--- src/inc/sect_prot_params.svh ---
`ifndef SECT_PROT_PARAMS_SVH
`define SECT_PROT_PARAMS_SVH

// ==========================================================================
// Clock
`define MCLK_MHZ            20

// ==========================================================================
// Timing: each time in its own unit, then the derived cycle count
`define WP_FILTER_NS        1000
`define WP_FILTER_CYC       ((`WP_FILTER_NS * `MCLK_MHZ + 999) / 1000)
`define MAP_ERASE_TIME_US   100
`define MAP_ERASE_CYC       (`MAP_ERASE_TIME_US * `MCLK_MHZ)
`define MAP_PROGRAM_TIME_US 50
`define MAP_PROGRAM_CYC     (`MAP_PROGRAM_TIME_US * `MCLK_MHZ)

// ==========================================================================
// Opcodes
`define OPC_PREFIX0         8'h3d
`define OPC_PREFIX1         8'h2a
`define OPC_PREFIX2         8'h7f
`define OPC_PROT_ENABLE     8'ha9
`define OPC_PROT_DISABLE    8'h9a
`define OPC_MAP_ERASE       8'hcf
`define OPC_MAP_PROGRAM     8'hfc
`define OPC_MAP_READ        8'h32
`define OPC_BYTES           3'h4

// ==========================================================================
// Map layout: byte n of the map sits at bits 8n+7..8n
`define MAP_RESET           32'h0000_0000
`define MAP_ERASED          32'hffff_ffff
`define SUB0A_HI            7
`define SUB0A_LO            6
`define SUB0B_HI            5
`define SUB0B_LO            4
`define REGION_COUNT        3'h5

`endif

--- src/inc/sect_prot_pkg.sv ---
package sect_prot_pkg;

   typedef enum logic [2:0] {
      cmd_none,
      cmd_enable,
      cmd_disable,
      cmd_erase,
      cmd_program,
      cmd_read
   } cmd_type;

   typedef enum logic [1:0] {
      op_idle,
      op_erase,
      op_program
   } op_type;

endpackage

--- src/inc/wp_filter_if.sv ---
`timescale 1ns/1ns
`default_nettype none

interface wp_filter_if;
   logic wp_n_pin;
   logic wp_on;

   modport filt (input wp_n_pin, output wp_on);
   modport user (output wp_n_pin, input wp_on);
endinterface

`default_nettype wire

--- src/hw/sector_protect.sv ---
// What this block does
// [RULE1] With write protect asserted, refuse map changes and work on protected sectors.
// [RULE2] Asserting write protect turns protection on within the assert delay.
// [RULE3] Releasing write protect turns protection off unless software enabled it.
// [RULE4] An enable sent before or during write protect keeps protection on after release.
// [RULE5] The disable command is ignored while write protect is asserted.
// [RULE6] Write protect passes a noise filter so glitches change nothing.
// [RULE7] The map holds four bytes, one per sector, sector zero first.
// [RULE8] Sector zero byte: bits 7,6 guard pages 0-7; bits 5,4 guard pages 8-127.
// [RULE9] Map erase sets every byte to all ones, so every sector is protected.
// [RULE10] Host writes only all zeros or all ones for sectors one to three.
// [RULE11] From reset the map reads all zeros, nothing protected.
// [RULE12] Host erases the map before programming it.
// [RULE13] Prefix then CFh and chip select high starts a timed busy map erase.
// [RULE14] Map erase is accepted with protection on or off.
// [RULE15] Host sends prefix, FCh, then four data bytes, sector zero first.
// [RULE16] Chip select high after the data starts a timed busy map program.
// [RULE17] Bytes not received before chip select rose leave their sector unchanged.
// [RULE18] Data bytes past the fourth wrap back to map byte zero.
// [RULE19] Map program is accepted with protection on or off.
// [RULE20] Map program data is also written into the SRAM buffer.
// [RULE21] Prefix then A9h and chip select high enables software protection.
// [RULE22] Prefix then 9Ah and chip select high disables it if write protect is off.
// [RULE23] Opcode 32h and three dummy bytes, then the map shifts out, sector zero first.
// [RULE24] Write protect filter is a two-flop synchroniser and a stable-level counter.
`timescale 1ns/1ns
`default_nettype none
`include "sect_prot_params.svh"

module sector_protect (
   // Clock and reset
   input  wire logic       mclk,
   input  wire logic       arst_n,
   // Serial pins
   input  wire logic       cs_n,
   input  wire logic       sck,
   input  wire logic       si,
   input  wire logic       wp_n,
   output var  logic       so,
   output var  logic       so_oe,
   // Status
   output var  logic       busy,
   output var  logic       prot_on,
   output var  logic [4:0] sector_prot,
   // Main array erase or program check
   input  wire logic       arr_req,
   input  wire logic [2:0] arr_region,
   output var  logic       arr_grant,
   output var  logic       arr_refuse,
   // SRAM buffer write port
   output var  logic       buf_we,
   output var  logic [7:0] buf_addr,
   output var  logic [7:0] buf_wdata
);

   localparam int ERASE_LEN = `MAP_ERASE_CYC;
   localparam int PROG_LEN  = `MAP_PROGRAM_CYC;

   // ========================================================================
   // Helpers
   function automatic logic [7:0] map_byte(input logic [31:0] m, input logic [1:0] n);
      map_byte = m[{n, 3'b000} +: 8]; // [RULE7]
   endfunction

   // All-ones marks a sector; other values of sectors 1..3 count as unprotected
   function automatic logic [4:0] prot_decode(input logic [31:0] m);
      prot_decode[0] = m[`SUB0A_HI] & m[`SUB0A_LO]; // [RULE8]
      prot_decode[1] = m[`SUB0B_HI] & m[`SUB0B_LO]; // [RULE8]
      prot_decode[2] = &map_byte(m, 2'd1); // [RULE10]
      prot_decode[3] = &map_byte(m, 2'd2);
      prot_decode[4] = &map_byte(m, 2'd3);
   endfunction

   // ========================================================================
   // Pin synchronisers
   logic cs_s1, cs_s2, cs_q;
   logic sck_s1, sck_s2, sck_q;
   logic si_s1, si_s2;

   always_ff @(posedge mclk or negedge arst_n)
   begin
      if (!arst_n)
      begin
         cs_s1  <= 1'b1;
         cs_s2  <= 1'b1;
         cs_q   <= 1'b1;
         sck_s1 <= 1'b0;
         sck_s2 <= 1'b0;
         sck_q  <= 1'b0;
         si_s1  <= 1'b0;
         si_s2  <= 1'b0;
      end
      else
      begin
         cs_s1  <= cs_n;
         cs_s2  <= cs_s1;
         cs_q   <= cs_s2;
         sck_s1 <= sck;
         sck_s2 <= sck_s1;
         sck_q  <= sck_s2;
         si_s1  <= si;
         si_s2  <= si_s1;
      end
   end

   // ========================================================================
   // Write protect filter
   wp_filter_if wpf ();
   logic        wp_on;

   assign wpf.wp_n_pin = wp_n;
   assign wp_on        = wpf.wp_on;

   wp_filter u_wp_filter (
      .mclk   (mclk),
      .arst_n (arst_n),
      .wp     (wpf)
   );

   // ========================================================================
   // Command, map and status state
   logic                  cs_act, cs_rise, cs_fall, sck_rise, sck_fall;
   logic [7:0]            byte_in;
   logic [4:0]            prot_ext_low;
   logic [7:0]            prot_ext;
   logic [2:0]            bit_cnt, next_bit_cnt;
   logic [2:0]            opc_cnt, next_opc_cnt;
   logic [7:0]            shift, next_shift;
   logic                  prefix_ok, next_prefix_ok;
   sect_prot_pkg::cmd_type cmd, next_cmd;
   sect_prot_pkg::op_type  op, next_op;
   logic [15:0]           timer, next_timer;
   logic [1:0]            data_idx, next_data_idx;
   logic [3:0]            seen, next_seen;
   logic [31:0]           stage, next_stage;
   logic [31:0]           map, next_map;
   logic [31:0]           out_sr, next_out_sr;
   logic                  read_on, next_read_on;
   logic                  sw_en, next_sw_en;
   logic                  next_so, next_so_oe, next_busy, next_prot_on;
   logic [4:0]            next_sector_prot;
   logic                  next_arr_grant, next_arr_refuse;
   logic                  next_buf_we;
   logic [7:0]            next_buf_addr, next_buf_wdata;

   assign cs_act       = ~cs_s2;
   assign cs_rise      = cs_s2 & ~cs_q;
   assign cs_fall      = ~cs_s2 & cs_q;
   assign sck_rise     = sck_s2 & ~sck_q;
   assign sck_fall     = ~sck_s2 & sck_q;
   assign byte_in      = {shift[6:0], si_s2};
   assign prot_ext_low = sector_prot;
   // Region codes above four have no sector behind them and are refused
   assign prot_ext     = {3'b111, prot_ext_low};

   always_comb
   begin
      next_bit_cnt     = bit_cnt;
      next_opc_cnt     = opc_cnt;
      next_shift       = shift;
      next_prefix_ok   = prefix_ok;
      next_cmd         = cmd;
      next_op          = op;
      next_timer       = timer;
      next_data_idx    = data_idx;
      next_seen        = seen;
      next_stage       = stage;
      next_map         = map;
      next_out_sr      = out_sr;
      next_read_on     = read_on;
      next_sw_en       = sw_en;
      next_so          = so;
      next_buf_we      = 1'b0;
      next_buf_addr    = buf_addr;
      next_buf_wdata   = buf_wdata;
      next_arr_grant   = 1'b0;
      next_arr_refuse  = 1'b0;

      // Serial receive, mode 0: data sampled on the rising serial clock
      if (!cs_act)
      begin
         next_bit_cnt   = 3'h0;
         next_opc_cnt   = 3'h0;
         next_prefix_ok = 1'b0;
         next_cmd       = sect_prot_pkg::cmd_none;
         next_read_on   = 1'b0;
      end
      else if (sck_rise)
      begin
         next_bit_cnt = bit_cnt + 3'h1;
         next_shift   = byte_in;
         if (bit_cnt == 3'h7)
         begin
            if (opc_cnt != `OPC_BYTES)
            begin
               next_opc_cnt = opc_cnt + 3'h1;
               unique case (opc_cnt)
                  3'h0:
                  begin
                     next_prefix_ok = (byte_in == `OPC_PREFIX0);
                     if (byte_in == `OPC_MAP_READ)
                        next_cmd = sect_prot_pkg::cmd_read;
                  end
                  3'h1: next_prefix_ok = prefix_ok && (byte_in == `OPC_PREFIX1);
                  3'h2: next_prefix_ok = prefix_ok && (byte_in == `OPC_PREFIX2);
                  3'h3:
                  begin
                     if (cmd == sect_prot_pkg::cmd_read)
                     begin
                        next_read_on = 1'b1; // [RULE23]
                        // Sector zero byte leaves first, so the shifter holds the map byte-reversed
                        next_out_sr  = {map[7:0], map[15:8], map[23:16], map[31:24]};
                     end
                     else if (prefix_ok && byte_in == `OPC_PROT_ENABLE)
                        next_cmd = sect_prot_pkg::cmd_enable;
                     else if (prefix_ok && byte_in == `OPC_PROT_DISABLE)
                        next_cmd = sect_prot_pkg::cmd_disable;
                     else if (prefix_ok && byte_in == `OPC_MAP_ERASE)
                        next_cmd = sect_prot_pkg::cmd_erase;
                     else if (prefix_ok && byte_in == `OPC_MAP_PROGRAM)
                        next_cmd = sect_prot_pkg::cmd_program;
                  end
                  default: next_opc_cnt = `OPC_BYTES;
               endcase
            end
            else if (cmd == sect_prot_pkg::cmd_program && op == sect_prot_pkg::op_idle)
            begin
               next_stage[{data_idx, 3'b000} +: 8] = byte_in;
               next_seen[data_idx]                 = 1'b1;
               next_data_idx                       = data_idx + 2'd1; // [RULE18]
               next_buf_we                         = 1'b1; // [RULE20]
               next_buf_addr                       = {6'h00, data_idx};
               next_buf_wdata                      = byte_in;
            end
         end
      end

      // Map read: each bit leaves on the falling edge, ready for the host's rising edge
      if (cs_act && sck_fall && read_on)
      begin
         next_so     = out_sr[31];
         next_out_sr = {out_sr[30:0], 1'b0};
      end
      next_so_oe = cs_act && next_read_on;

      // A new frame started while the map is idle forgets data bytes of an earlier one
      if (cs_fall && op == sect_prot_pkg::op_idle)
      begin
         next_seen     = 4'h0;
         next_data_idx = 2'd0;
      end

      // Chip select rising ends a whole command; commands that end while the map is busy are dropped
      if (cs_rise && opc_cnt == `OPC_BYTES && bit_cnt == 3'h0
          && op == sect_prot_pkg::op_idle)
      begin
         case (cmd)
            sect_prot_pkg::cmd_enable:
               next_sw_en = 1'b1; // [RULE21]
            sect_prot_pkg::cmd_disable:
               if (!wp_on)
                  next_sw_en = 1'b0; // [RULE22] [RULE5]
            sect_prot_pkg::cmd_erase:
               if (!wp_on) // [RULE1] [RULE14]
               begin
                  next_op    = sect_prot_pkg::op_erase; // [RULE13]
                  next_timer = 16'(ERASE_LEN - 1);
               end
            sect_prot_pkg::cmd_program:
               if (!wp_on) // [RULE1] [RULE19]
               begin
                  next_op    = sect_prot_pkg::op_program; // [RULE16]
                  next_timer = 16'(PROG_LEN - 1);
               end
            sect_prot_pkg::cmd_none,
            sect_prot_pkg::cmd_read: ;
            default: ;
         endcase
      end

      // Self-timed map cycle; the map changes only at its end
      if (op != sect_prot_pkg::op_idle)
      begin
         if (timer == 16'h0000)
         begin
            next_op = sect_prot_pkg::op_idle;
            if (op == sect_prot_pkg::op_erase)
               next_map = `MAP_ERASED; // [RULE9]
            else
               for (int i = 0; i < 4; i++)
                  if (seen[i])
                     next_map[i * 8 +: 8] = stage[i * 8 +: 8]; // [RULE17]
         end
         else
            next_timer = timer - 16'h0001;
      end

      next_busy        = (next_op != sect_prot_pkg::op_idle);
      // Pin forces protection on; a software enable outlives the pin
      next_prot_on     = next_sw_en | wp_on; // [RULE2] [RULE3] [RULE4]
      next_sector_prot = next_prot_on ? prot_decode(next_map) : 5'h00;

      if (arr_req)
      begin
         if (prot_ext[arr_region])
            next_arr_refuse = 1'b1; // [RULE1]
         else
            next_arr_grant = 1'b1;
      end
   end

   always_ff @(posedge mclk or negedge arst_n)
   begin
      if (!arst_n)
      begin
         bit_cnt     <= 3'h0;
         opc_cnt     <= 3'h0;
         shift       <= 8'h00;
         prefix_ok   <= 1'b0;
         cmd         <= sect_prot_pkg::cmd_none;
         op          <= sect_prot_pkg::op_idle;
         timer       <= 16'h0000;
         data_idx    <= 2'd0;
         seen        <= 4'h0;
         stage       <= 32'h0000_0000;
         map         <= `MAP_RESET; // [RULE11]
         out_sr      <= 32'h0000_0000;
         read_on     <= 1'b0;
         sw_en       <= 1'b0;
         so          <= 1'b0;
         so_oe       <= 1'b0;
         busy        <= 1'b0;
         prot_on     <= 1'b0;
         sector_prot <= 5'h00;
         arr_grant   <= 1'b0;
         arr_refuse  <= 1'b0;
         buf_we      <= 1'b0;
         buf_addr    <= 8'h00;
         buf_wdata   <= 8'h00;
      end
      else
      begin
         bit_cnt     <= next_bit_cnt;
         opc_cnt     <= next_opc_cnt;
         shift       <= next_shift;
         prefix_ok   <= next_prefix_ok;
         cmd         <= next_cmd;
         op          <= next_op;
         timer       <= next_timer;
         data_idx    <= next_data_idx;
         seen        <= next_seen;
         stage       <= next_stage;
         map         <= next_map;
         out_sr      <= next_out_sr;
         read_on     <= next_read_on;
         sw_en       <= next_sw_en;
         so          <= next_so;
         so_oe       <= next_so_oe;
         busy        <= next_busy;
         prot_on     <= next_prot_on;
         sector_prot <= next_sector_prot;
         arr_grant   <= next_arr_grant;
         arr_refuse  <= next_arr_refuse;
         buf_we      <= next_buf_we;
         buf_addr    <= next_buf_addr;
         buf_wdata   <= next_buf_wdata;
      end
   end

   // ========================================================================
   // Checks
   logic [15:0]           busy_len;
   sect_prot_pkg::op_type last_op;

   always_ff @(posedge mclk or negedge arst_n)
   begin
      if (!arst_n)
      begin
         busy_len <= 16'h0000;
         last_op  <= sect_prot_pkg::op_idle;
      end
      else
      begin
         busy_len <= busy ? busy_len + 16'h0001 : 16'h0000;
         if (op != sect_prot_pkg::op_idle)
            last_op <= op;
      end
   end
endmodule

`default_nettype wire

--- src/hw/wp_filter.sv ---
`timescale 1ns/1ns
`default_nettype none
`include "sect_prot_params.svh"

module wp_filter (
   // Clock and reset
   input wire logic   mclk,
   input wire logic   arst_n,
   // Pin in, filtered level out
   wp_filter_if.filt  wp
);

   localparam int FILT = `WP_FILTER_CYC;

   logic       sync1_n;
   logic       sync2_n;
   logic       level_n;
   logic       next_level_n;
   logic [7:0] cnt;
   logic [7:0] next_cnt;

   // ========================================================================
   // Synchroniser
   always_ff @(posedge mclk or negedge arst_n)
   begin
      if (!arst_n)
      begin
         sync1_n <= 1'b1;
         sync2_n <= 1'b1;
      end
      else
      begin
         sync1_n <= wp.wp_n_pin;
         sync2_n <= sync1_n;
      end
   end

   // ========================================================================
   // Stability counter: a new level is taken only after FILT quiet cycles
   always_comb
   begin
      next_level_n = level_n;
      next_cnt     = cnt;
      if (sync2_n == level_n)
         next_cnt = 8'h00; // [RULE6]
      else if (cnt == 8'(FILT - 1))
      begin
         next_level_n = sync2_n; // [RULE24]
         next_cnt     = 8'h00;
      end
      else
         next_cnt = cnt + 8'h01;
   end

   always_ff @(posedge mclk or negedge arst_n)
   begin
      if (!arst_n)
      begin
         level_n <= 1'b1;
         cnt     <= 8'h00;
      end
      else
      begin
         level_n <= next_level_n;
         cnt     <= next_cnt;
      end
   end

   assign wp.wp_on = ~level_n;
endmodule

`default_nettype wire

--- config.mk ---
export PLATFORM = sky130hd
export DESIGN_NAME = sector_protect
export DESIGN_NICKNAME = d
export VERILOG_FILES = /design/src/inc/sect_prot_pkg.sv /design/src/inc/wp_filter_if.sv /design/src/hw/sector_protect.sv /design/src/hw/wp_filter.sv
export VERILOG_INCLUDE_DIRS = /design/src /design/src/inc
export SDC_FILE = /design/constraint.sdc
export NUM_CORES = 1
export LEC_CHECK = 0
export BUFFER_PORTS_ARGS = -buffer_cell sky130_fd_sc_hd__buf_2
export CORE_MARGIN = 3
export CORE_UTILIZATION = 40
export CTS_BUF_LIST = sky130_fd_sc_hd__clkbuf_16
export DETAILED_ROUTE_END_ITERATION = 10
export PLACE_DENSITY = 0.62
export REMOVE_ABC_BUFFERS = 1
export SYNTH_ARGS = -nofsm -noshare
export SYNTH_HDL_FRONTEND = slang
export SYNTH_SLANG_ARGS = --single-unit
--- constraint.sdc ---
create_clock -name mclk -period 3.05 [get_ports mclk]
set_clock_uncertainty 0.2 [all_clocks]
set_input_delay 0.4575 -clock mclk [delete_from_list [all_inputs] [get_ports mclk]]
set_output_delay 0.4575 -clock mclk [all_outputs]
set_load 0.02 [all_outputs]
==> results of run 1 <==
[synth_stat cells (all sizes together), types with 4 or more instances]
master  instances
a21oi          20
nor3           14
a31oi           7
nand4          16
nor2           38
xor2            7
nor4            9
or4             5
and2            5
a211oi          6
dfstp           6
o311ai          5
or3             9
buf            19
nand2b          6
nor4b           4
ha             18
o21ai          91
mux2           18
o211ai          4
nand4b          4
dfrtp         173
inv            24
and3            9
nand2         143
nor2b           5
o22a            4
clkbuf         29
nor4bb          6
mux2i          44
nor3b           7
nand3          32
[power by group]
part / internal [W] / switching, W / total [W]
logic: 0.000125 / 0.000194 / 0.000319
registers: 0.00243 / 0.000137 / 0.00256
clock network: 0.00127 / 0.000894 / 0.00216
[worst max-delay path, delay by kind of cell, from the launching register on]
| family | cells | cell delay [ns] |
|---|---|---|
| AND/OR/NAND/NOR | 4 | 1.49 |
| adder cells (fa/ha/maj) | 1 | 0.28 |
| AO/OA/AOI/OAI | 1 | 0.09 |
| buffers and inverters | 1 | 0.10 |
| flip-flops | 1 | 0.42 |
[metal layers]
metal / global-route usage [%] / up-vias / routed length, microns
met4: 3.68 / 0 / 178
met2: 25.3 / 100 / 8410
met3: 3.50 / 13 / 664
met5: 0 / - / 0
met1: 24.3 / 3011 / 9420
li1: - / 2999 / -
[metrics by stage]
stage / util [%] / total power [W] / setup WS [ns]
4_1_cts: 46.8 / 0.00509 / 0.262
5_1_grt: 46.8 / 0.00523 / 0.00550
3_5_place_dp: 43.7 / 0.00292 / 0.286
2_1_floorplan: - / 0.00271 / -2.42
3_3_place_gp: 43.7 / 0.00291 / 0.372
6_report: 46.8 / 0.00504 / 0.315
[flip-flops by register name, summed over array words and instances (netlist names), 2 cells and up]
name             count
out_sr              32
u_wp_filter.cnt      8
buf_addr             2
sector_prot          5
map                 32
buf_wdata            8
timer               16
shift                7
opc_cnt              3
seen                 4
cmd                  3
stage               32
data_idx             2
op                   2
bit_cnt              3
[layout make-up]
cell class / instances / area, sq um
multi-input cells: 584 / 3710
clock inverters: 15 / 150
inverters: 24 / 90.1
repair buffers: 55 / 407
clock buffers: 17 / 425
flip-flops and latches: 179 / 4490
fillers: 1962 / 10900
well taps: 270 / 338
[worst paths after layout]
| kind | to | depth (start not counted) |
|---|---|---|
| max | stage[2] | 7 |
| min | arr_grant | 2 |
| max reg2reg | stage[2] | 7 |
| min reg2reg | sck_s2 | 0 |
| max in group asynchronous | cs_s1 | 3 |
| min in group asynchronous | map[19] | 2 |
[placed cells by master, fill, tap and decap left out, types with 6 or more instances in the layout]
cell type	n
buf_4	15
nor2_1	38
nor3b_1	6
nand2b_1	6
conb_1	6
o21ai_0	80
xor2_1	7
clkbuf_16	17
and3_1	9
nor4_1	6
ha_1	18
mux2i_1	44
mux2_2	18
or3_1	9
nand4_1	15
o21ai_1	11
inv_1	27
buf_2	30
nand2_1	143
a31oi_1	7
dfrtp_1	173
a211oi_1	6
nor3_1	12
nand3_1	29
a21oi_1	20
dfstp_2	6
[logic make-up (layout without fill, tap and decap cells)]
family                     after synthesis  count (layout)  synth area share, %
and+or+nand+nor                        323             323                 20.0
muxes                                   63              63                 7.82
AOI/OAI and AO/OA                      164             164                 11.7
DFF                                    179             179                 52.7
adders and majority gates               18              18                 2.65
xor gates and xnor gates                10              10                 1.03
other                                    1               6               0.0441
buffers and inverters                   72             111                 4.00
==> flow_summary.json, run 1 <==
{
  "result_of_the_run": "complete, no violations",
  "synth_enable_flop_cells": 0,
  "timing.critical_path.slowest_stage_cell": "nor4_4",
  "slew_violations": 0,
  "avgViaCountPerCell": 5.35,
  "number_of_global_route_vias_before_repair": 5968,
  "r2r-start": "opc_cnt[0]",
  "post_synthesis_sequential_element_count": 179,
  "leakage_nw": 4.33,
  "routabilityCongestion": 0.797,
  "drv.max_cap_violation_count": 0,
  "clock_path_buffers": 2,
  "clock_sink_count": 179,
  "final.period_utilization_pct": 89.7,
  "netlist_area_sq_um": 8510,
  "first_pass_iters": 5,
  "dpl_cell_area_sq_um": 8990,
  "dp.final_hpwl_mm": 12.6,
  "slew-limit-headroom_pct": 47.3,
  "post-route-min-period_ns": 2.73,
  "post-place-cells": 1107,
  "cts_htree_levels": 4,
  "drc_violation_total_after_the_first_tritonroute_iteration": 399,
  "port_buffers": 31,
  "synth.area.top_cells": "dfrtp_1 51%, nand2_1 6.3%, mux2i_1 5.2%",
  "fin_nets": 889,
  "ys_dominant_reg_cell": "dfrtp_1",
  "synthesis.yosys.warnings": 0,
  "synth_cell_type_count": 71,
  "worstSetupStartpointType": "flop",
  "share_of_post_route_cells_with_drive_strength_above_1_pct": 14.2,
  "grt_antenna_before_repair": 0,
  "initial_utilization_pct": 41.4,
  "setup.reg_to_reg.worst_slack_ns": 0.32,
  "endpoint_kind": "flop",
  "synth.yosys.seq_area_share_pct": 52.7,
  "max_slew.worst_pin.slew_ns": 0.789,
  "critPathArrivalTime_ns": 2.82,
  "synth-async-reset-ratio_pct": 100,
  "detailroute.via_count": 6123,
  "groute.usage.overall_pct": 16.5,
  "die_x_microns": 152,
  "hold_class": "input port to flop",
  "synthesis.area_per_instance_sq_um": 10.3,
  "insertedDiodeCount": 0,
  "clock.fmax_mhz": 366,
  "layout.cell_area.non_filler_sq_um": 9610,
  "worstHoldStart": "arr_req",
  "grt.overflow.total": 0,
  "setup-violations-final": 0,
  "number_of_buffers_added_by_the_clock_tree_synthesis_step": 17,
  "cts_repair_resize_count": 0,
  "cpPeakStageDelay_ns": 0.69,
  "crit_fanout": 16,
  "stdcell_count": 1144,
  "core_area_sq_um": 20600,
  "timing.setup.critical_path_class": "flop to flop",
  "powerDensity_nw_per_um2": 524,
  "route.antenna.remaining_nets": 0,
  "ioPinCount": 38,
  "tritoncts": "built",
  "post_cts_buffers": 0,
  "grt_pass1_wl_mm": 31.6,
  "cts_root_buffer": "clkbuf_16",
  "die_area_sq_um": 23100,
  "clk_latency_ns": 0.42,
  "drcViolationCount": 0,
  "die_h_microns": 152,
  "clkTransAtPathRegs_ns": 0.07,
  "hold_slack_ns": 0.0640,
  "routedWlPerCell_microns": 16.3,
  "power.ir.vdd_worst_mv": 0.367,
  "setup_total_negative_slack_ns": 0,
  "layout-area-overhead-vs-synth_pct": 13.0,
  "rsz0062_at_grt": "false",
  "maximum_number_of_pins_on_one_net_before_global_route_repair": 66,
  "post-synth-top-area-cell": "dfrtp_1",
  "cp-startpoint": "opc_cnt[0]",
  "synth_top_area_share_pct": 50.9,
  "crit_required_ns": 3.14,
  "crit_path_frequent_cell": "nand2_1",
  "timing.final.hold_violations": 0,
  "placement_rows": 52,
  "synthCells": 830,
  "routed_wirelength_mm": 18.7,
  "path_cells": "inv_1, ha_1, nand2_1, nor4_4, nand2_1, nand2_1, o21ai_0",
  "cts.hold.buffers_added": 5
}
Note: power is estimated with default switching activity, not from simulation.
==> inputs of run 2 (changes only) <==
--- a/config.mk
+++ b/config.mk
@@ -9,8 +9,8 @@
 export BUFFER_PORTS_ARGS = -buffer_cell sky130_fd_sc_hd__buf_2
 export CORE_MARGIN = 3
 export CORE_UTILIZATION = 40
-export CTS_BUF_LIST = sky130_fd_sc_hd__clkbuf_16
 export DETAILED_ROUTE_END_ITERATION = 10
+export GPL_TIMING_DRIVEN = 0
 export PLACE_DENSITY = 0.62
 export REMOVE_ABC_BUFFERS = 1
 export SYNTH_ARGS = -nofsm -noshare
==> run 2 against run 1 <==
Register-to-register slack got worse by 0.22 ns. Combinational power fell by 28%. Die area unchanged. Critical path depth is 2 lower.
==> flow_summary.json, run 2 (same netlist as run 1, synthesis figures left out) <==
{
  "powerDensity_nw_per_um2": 526,
  "maximum_number_of_pins_on_one_net_before_global_route_repair": 103,
  "routed_wirelength_mm": 18.3,
  "timing.final.hold_violations": 0,
  "grt_pass1_wl_mm": 31.0,
  "clock.fmax_mhz": 339,
  "core_area_sq_um": 20600,
  "nFillCells": 1930,
  "stdcell_count": 1135,
  "leakage_nw": 4.28,
  "crit_required_ns": 3.13,
  "drcViolationCount": 0,
  "routabilityCongestion": 0.800,
  "insertedDiodeCount": 0,
  "clk_latency_ns": 0.43,
  "die_x_microns": 152,
  "groute.usage.overall_pct": 16.2,
  "rsz0062_at_grt": "false",
  "cts_htree_levels": 4,
  "share_of_post_route_cells_with_drive_strength_above_1_pct": 13.8,
  "result_of_the_run": "complete, no violations",
  "die_h_microns": 152,
  "drv.max_cap_violation_count": 0,
  "sequentialPowerShare_pct": 52.0,
  "finalCoreUtilization_pct": 46.6,
  "worstHoldPathCells": 2,
  "timing.setup.critical_path_class": "flop to flop",
  "dpl_cell_area_sq_um": 8890,
  "dp.final_hpwl_mm": 12.0,
  "power.switching_fraction_pct": 24.9,
  "layout_top_registers": "map (32), out_sr (32), stage (32)",
  "cts_root_buffer": "clkbuf_16",
  "drc_violation_total_after_the_first_tritonroute_iteration": 451,
  "slew-limit-headroom_pct": 30.9,
  "endpoint_kind": "flop",
  "layout.cell_area.non_filler_sq_um": 9580,
  "critPathArrivalTime_ns": 3.04,
  "post-place-cells": 1095,
  "number_of_global_route_vias_before_repair": 5943,
  "max_slew.worst_pin.slew_ns": 1.03,
  "groute.layer.met1.usage_pct": 23.8,
  "setup-violations-final": 0,
  "clkTransAtPathRegs_ns": 0.07,
  "initial_utilization_pct": 41.4,
  "final_cell_mix": "173 x dfrtp_1, 143 x nand2_1, 80 x o21ai_0, 44 x mux2i_1, 38 x nor2_1",
  "routedWlPerCell_microns": 16.1,
  "clock_sink_count": 179,
  "power.internal_w": 0.00378,
  "post-route-min-period_ns": 2.95,
  "final_common_cell": "dfrtp_1",
  "power.ir.vdd_worst_mv": 0.385,
  "reg2reg_depth": 5,
  "number_of_buffers_added_by_the_clock_tree_synthesis_step": 17,
  "global_route.usage.met3_pct": 3.61,
  "worstSetupStartpointType": "flop",
  "route.antenna.remaining_nets": 0,
  "global_route.usage.met2_pct": 24.3,
  "placement_rows": 52,
  "port_buffers": 31,
  "hold_class": "input port to flop",
  "busiest_layer": "met2",
  "tritoncts": "built",
  "power_switching_w": 0.00125,
  "grt_antenna_before_repair": 0,
  "slew_violations": 0,
  "avgViaCountPerCell": 5.37,
  "layout-area-overhead-vs-synth_pct": 12.6,
  "fin_nets": 880,
  "ioPinCount": 38,
  "final.period_utilization_pct": 96.8,
  "hold_slack_ns": 0.0516,
  "clock_path_buffers": 2,
  "detailroute.via_count": 6093,
  "first_pass_iters": 5,
  "grt.overflow.total": 0,
  "die_area_sq_um": 23100,
  "combPwrFrac_pct": 4.6,
  "crit_fanout": 12,
  "clockPowerShare_pct": 43.5
}
-- run 2: cell count changes in the layout (fill, tap and decap cells not counted), moves of 2 or more --
cell,before,now
clkinvlp_4,3,5
buf_6,0,5
clkinv_2,3,1
buf_8,0,2
inv_1,27,24
clkinv_4,0,2
clkinv_1,3,0
buf_4,15,2
clkbuf_1,0,2
buf_12,4,0
-- run 2: final cells by class --
class	count	area, sq um	area share (%)
clock buffer	21	460	4.81
clock inverter	11	129	1.35
inverter	24	90.1	0.941
multi-input combinational	585	3740	39.1
sequential	179	4490	46.8
tap	270	338	3.53
timing repair buffer	45	329	3.44
-- run 2: power groups by stage --
stage / Clock, W / Sequential [W] / Combinational, W
after global placement: 0 / 0.00265 / 0.000218
after global routing: 0.00234 / 0.00263 / 0.000259
after floorplan: 0 / 0.00257 / 0.000140
after detailed placement: 0 / 0.00265 / 0.000229
final: 0.00219 / 0.00262 / 0.000230
after CTS: 0.00224 / 0.00261 / 0.000236
-- run 2: through the flow --
step	setup TNS, ns	power (W)	setup WS (ns)
finish	0	0.00503	0.0977
global route	0	0.00522	0.0149
CTS	0	0.00508	0.0187
detailed placement	-8.36	0.00288	-0.288
global placement	-453.59	0.00287	-5.04
floorplan	-77.53	0.00271	-2.42
-- run 2: worst paths after layout --
| path | from | to | slack, ns |
|---|---|---|---|
| worst min-delay path | arr_req | arr_grant | 0.05 |
| worst max-delay path | op[1] | map[24] | 0.1 |
| worst max register to register | op[1] | map[24] | 0.1 |
| max in group asynchronous | arst_n | u_wp_filter.level_n | 1.35 |
| worst min register to register | si_s1 | si_s2 | 0.15 |
| min in group asynchronous | arst_n | out_sr[16] | 0.39 |
-- run 2: critical path: stages, from the launching register on --
cell	delay (ns)
dfrtp_1	0.66
nor2_1	0.29
nor2_1	0.86
and3_1	0.50
mux2i_1	0.24
nand2_1	0.07
-- run 2: timing repair --
action                                 CTS  global route
setup endpoints to repair               32             6
buffers inserted                         2             0
hold buffers                             5             0
endpoints found under the hold margin   81             0
cloned                                   1             0
pin swaps                                1             0
gates resized for setup                  0             2
-- run 2: routing by layer --
layer / part of all wire [%] / vias up / wire length, microns
met1: 50 / 2968 / 9150
met3: 3.6 / 25 / 650
met4: 1.7 / 0 / 309
li1: - / 2989 / -
met5: 0 / - / 0
met2: 45 / 111 / 8150
==> inputs of run 3 (changes only) <==
--- a/config.mk
+++ b/config.mk
@@ -6,6 +6,7 @@
 export SDC_FILE = /design/constraint.sdc
 export NUM_CORES = 1
 export LEC_CHECK = 0
+export ABC_AREA = 1
 export BUFFER_PORTS_ARGS = -buffer_cell sky130_fd_sc_hd__buf_2
 export CORE_MARGIN = 3
 export CORE_UTILIZATION = 40
==> run 3 against run 2 <==
Routed wire length is 1.5% higher. Register-to-register slack better by 0.18 ns. Maximum frequency is 6.7% higher. Largest power group unchanged. Critical endpoint is now out_sr[23].
==> flow_summary.json, run 3 <==
{
  "r2r-start": "cs_s2",
  "dp.final_hpwl_mm": 13.1,
  "initial_utilization_pct": 41.3,
  "setup-violations-final": 0,
  "nFillCells": 2132,
  "largest_family_of_logic_cells_by_synthesized_area": "simple AND/OR/NAND/NOR gates",
  "register_area_sq_um": 4490,
  "die_x_microns": 154,
  "drv.max_cap_violation_count": 0,
  "synth-async-reset-ratio_pct": 100,
  "setup.reg_to_reg.worst_slack_ns": 0.28,
  "synth_area_in_xor_xnor_pct": 1.19,
  "clkTransAtPathRegs_ns": 0.07,
  "placement_rows": 53,
  "ioPinCount": 38,
  "synthesis.yosys.warnings": 0,
  "synth.mux.area_fraction_pct": 0,
  "route.antenna.remaining_nets": 0,
  "worstHoldStart": "arr_req",
  "slew_violations": 0,
  "final.period_utilization_pct": 90.7,
  "post_synthesis_compound_gate_area_fraction_pct": 10.1,
  "combPwrFrac_pct": 3.4,
  "final_common_cell": "nand2_1",
  "crit_end": "out_sr[23]",
  "groute.usage.overall_pct": 16.5,
  "routedWlPerCell_microns": 13.1,
  "drc_violation_total_after_the_first_tritonroute_iteration": 372,
  "post-synth-top-count-cell": "nand2_1",
  "timing.setup.critical_path_class": "flop to flop",
  "dpl_worst_slack_ns": 0.110,
  "post_synthesis_sequential_element_count": 179,
  "yosys.area_share.simple_pct": 27.3,
  "netlist_area_sq_um": 8810,
  "synth_cell_type_count": 42,
  "final.setup.worst_slack_ns": 0.283,
  "stdcell_count": 1415,
  "synth_enable_flop_cells": 0,
  "ys_top_cells_by_count": "367 x nand2_1, 173 x dfrtp_1, 117 x o21ai_0",
  "power.internal_w": 0.00382,
  "post-route-min-period_ns": 2.77,
  "ys_dominant_reg_cell": "dfrtp_1",
  "drcViolationCount": 0,
  "avgViaCountPerCell": 4.82,
  "routabilityCongestion": 0.831,
  "timing.final.hold_violations": 0,
  "synthCells": 1109,
  "slew-limit-headroom_pct": 37.1,
  "port_buffers": 31,
  "grt_antenna_before_repair": 0,
  "clk_latency_ns": 0.43,
  "clockPowerShare_pct": 46.6,
  "synth.yosys.seq_area_share_pct": 50.9,
  "power.ir.vdd_worst_mv": 0.379,
  "cp-startpoint": "cs_s2",
  "fin_nets": 1156,
  "die_h_microns": 154,
  "post-synth-top-area-cell": "dfrtp_1",
  "grt.overflow.total": 0,
  "synth_top_area_share_pct": 49.1,
  "sequentialPowerShare_pct": 50.1,
  "power_switching_w": 0.00115,
  "crit_required_ns": 3.17,
  "die_area_sq_um": 23900,
  "layout_top_registers": "map (32), out_sr (32), stage (32)",
  "clock_path_buffers": 2,
  "core_area_sq_um": 21400,
  "post-place-cells": 1379,
  "worstSetupStartpointType": "flop",
  "layout-area-overhead-vs-synth_pct": 11.9,
  "reg2reg_depth": 6,
  "share_of_post_route_cells_with_drive_strength_above_1_pct": 9.39,
  "synth.area.top_cells": "dfrtp_1 49%, nand2_1 16%, o21ai_0 6.6%",
  "hold_class": "input port to flop",
  "finalCoreUtilization_pct": 46.2,
  "first_pass_iters": 5,
  "critPathArrivalTime_ns": 2.89,
  "clock_sink_count": 179,
  "max_slew.worst_pin.slew_ns": 0.941,
  "tritoncts": "built",
  "powerDensity_nw_per_um2": 504,
  "final_cell_mix": "366 x nand2_1, 173 x dfrtp_1, 117 x o21ai_0, 115 x inv_1, 68 x nor2_1",
  "crit_fanout": 33,
  "synthesis.area_per_instance_sq_um": 7.95,
  "worstReg2RegEnd": "out_sr[23]",
  "routed_wirelength_mm": 18.5,
  "cts_root_buffer": "clkbuf_16",
  "total_power_w": 0.00497,
  "insertedDiodeCount": 0,
  "leakage_nw": 4.81,
  "endpoint_kind": "flop",
  "maximum_number_of_pins_on_one_net_before_global_route_repair": 109,
  "detailroute.via_count": 6819,
  "clock.fmax_mhz": 361,
  "power.switching_fraction_pct": 23.1,
  "multi_input_comb_area_sq_um": 3660,
  "number_of_global_route_vias_before_repair": 6593,
  "rsz0062_at_grt": "false",
  "result_of_the_run": "complete, no violations",
  "grt_pass1_wl_mm": 32.4,
  "number_of_buffers_added_by_the_clock_tree_synthesis_step": 17,
  "synth_adder_area_share_pct": 2.56,
  "cts_htree_levels": 4
}
[run 3: changes by cell type in the layout (fill, tap and decap cells not counted), moves of 18 or more]
| cell | delta |
|---|---|
| o21ai_0 | +37 |
| mux2_2 | -18 |
| inv_1 | +91 |
| mux2i_1 | -44 |
| nand2_1 | +223 |
| nand3_1 | +28 |
| nor2_1 | +30 |
[run 3: power groups by stage]
stage                     clock network [W]   logic, W  registers (W)
after floorplan                           0  0.0000823        0.00250
final                               0.00232   0.000168        0.00249
after global routing                0.00246   0.000198        0.00249
after detailed placement                  0   0.000168        0.00253
after global placement                    0   0.000159        0.00253
after CTS                           0.00235   0.000173        0.00249
[run 3: repair_timing]
item	4_1_cts	5_1_grt
setup buffers	0	0
hold buffers	5	0
gates resized for setup	0	2
hold endpoints to repair	75	0
endpoints found under the setup margin	0	7
[run 3: worst min path at each step]
stage,to,slack [ns],cells after the start
global placement,si_s2,0.13,0
CTS,arr_refuse,0.04,3
global route,arr_refuse,0.07,3
finish,arr_refuse,0.06,3
detailed placement,si_s2,0.14,0
floorplan,arr_grant,-0.04,0
[run 3: cell families (layout without fill, tap and decap cells)]
family	count (synthesis)	in the layout
and+or+nand+nor	563	563
DFF	179	179
AOI/OAI and AO/OA	170	170
buffers and inverters	166	192
adders and majority gates	18	18
xor gates and xnor gates	12	12
other	1	6
[run 3: layout make-up]
| class | instances | share of cell area, % |
|---|---|---|
| Sequential cell | 179 | 45.5 |
| Multi-Input combinational cell | 769 | 37.1 |
| Clock buffer | 22 | 4.81 |
| Inverter | 121 | 4.60 |
| Tap cell | 275 | 3.49 |
| Timing Repair Buffer | 40 | 3.04 |
| Clock inverter | 9 | 1.47 |
[run 3: critical path, stage by stage, from the launching register on]
cell,delay (ns)
dfstp_2,0.43
inv_2,0.13
nand4_1,0.71
nand2_4,0.65
buf_16,0.22
o211ai_1,0.16
o21a_1,0.14
[run 3: routing by layer]
metal	vias to the layer above	global-route usage [%]	routed length [microns]
met4	0	5.80	390
met1	3150	23.4	9490
met2	86	25.5	8140
met5	-	0	0
li1	3560	-	-
met3	23	2.85	511
[run 3: through the flow]
step	instance area (sq um)	hold WS (ns)	setup TNS (ns)
after floorplan	8590	-0.0381	-20.92
after global placement	9090	0.132	-366.65
after detailed placement	9190	0.136	0
after CTS	9860	0.0433	0
after global routing	9870	0.0737	0
final	9870	0.0558	0
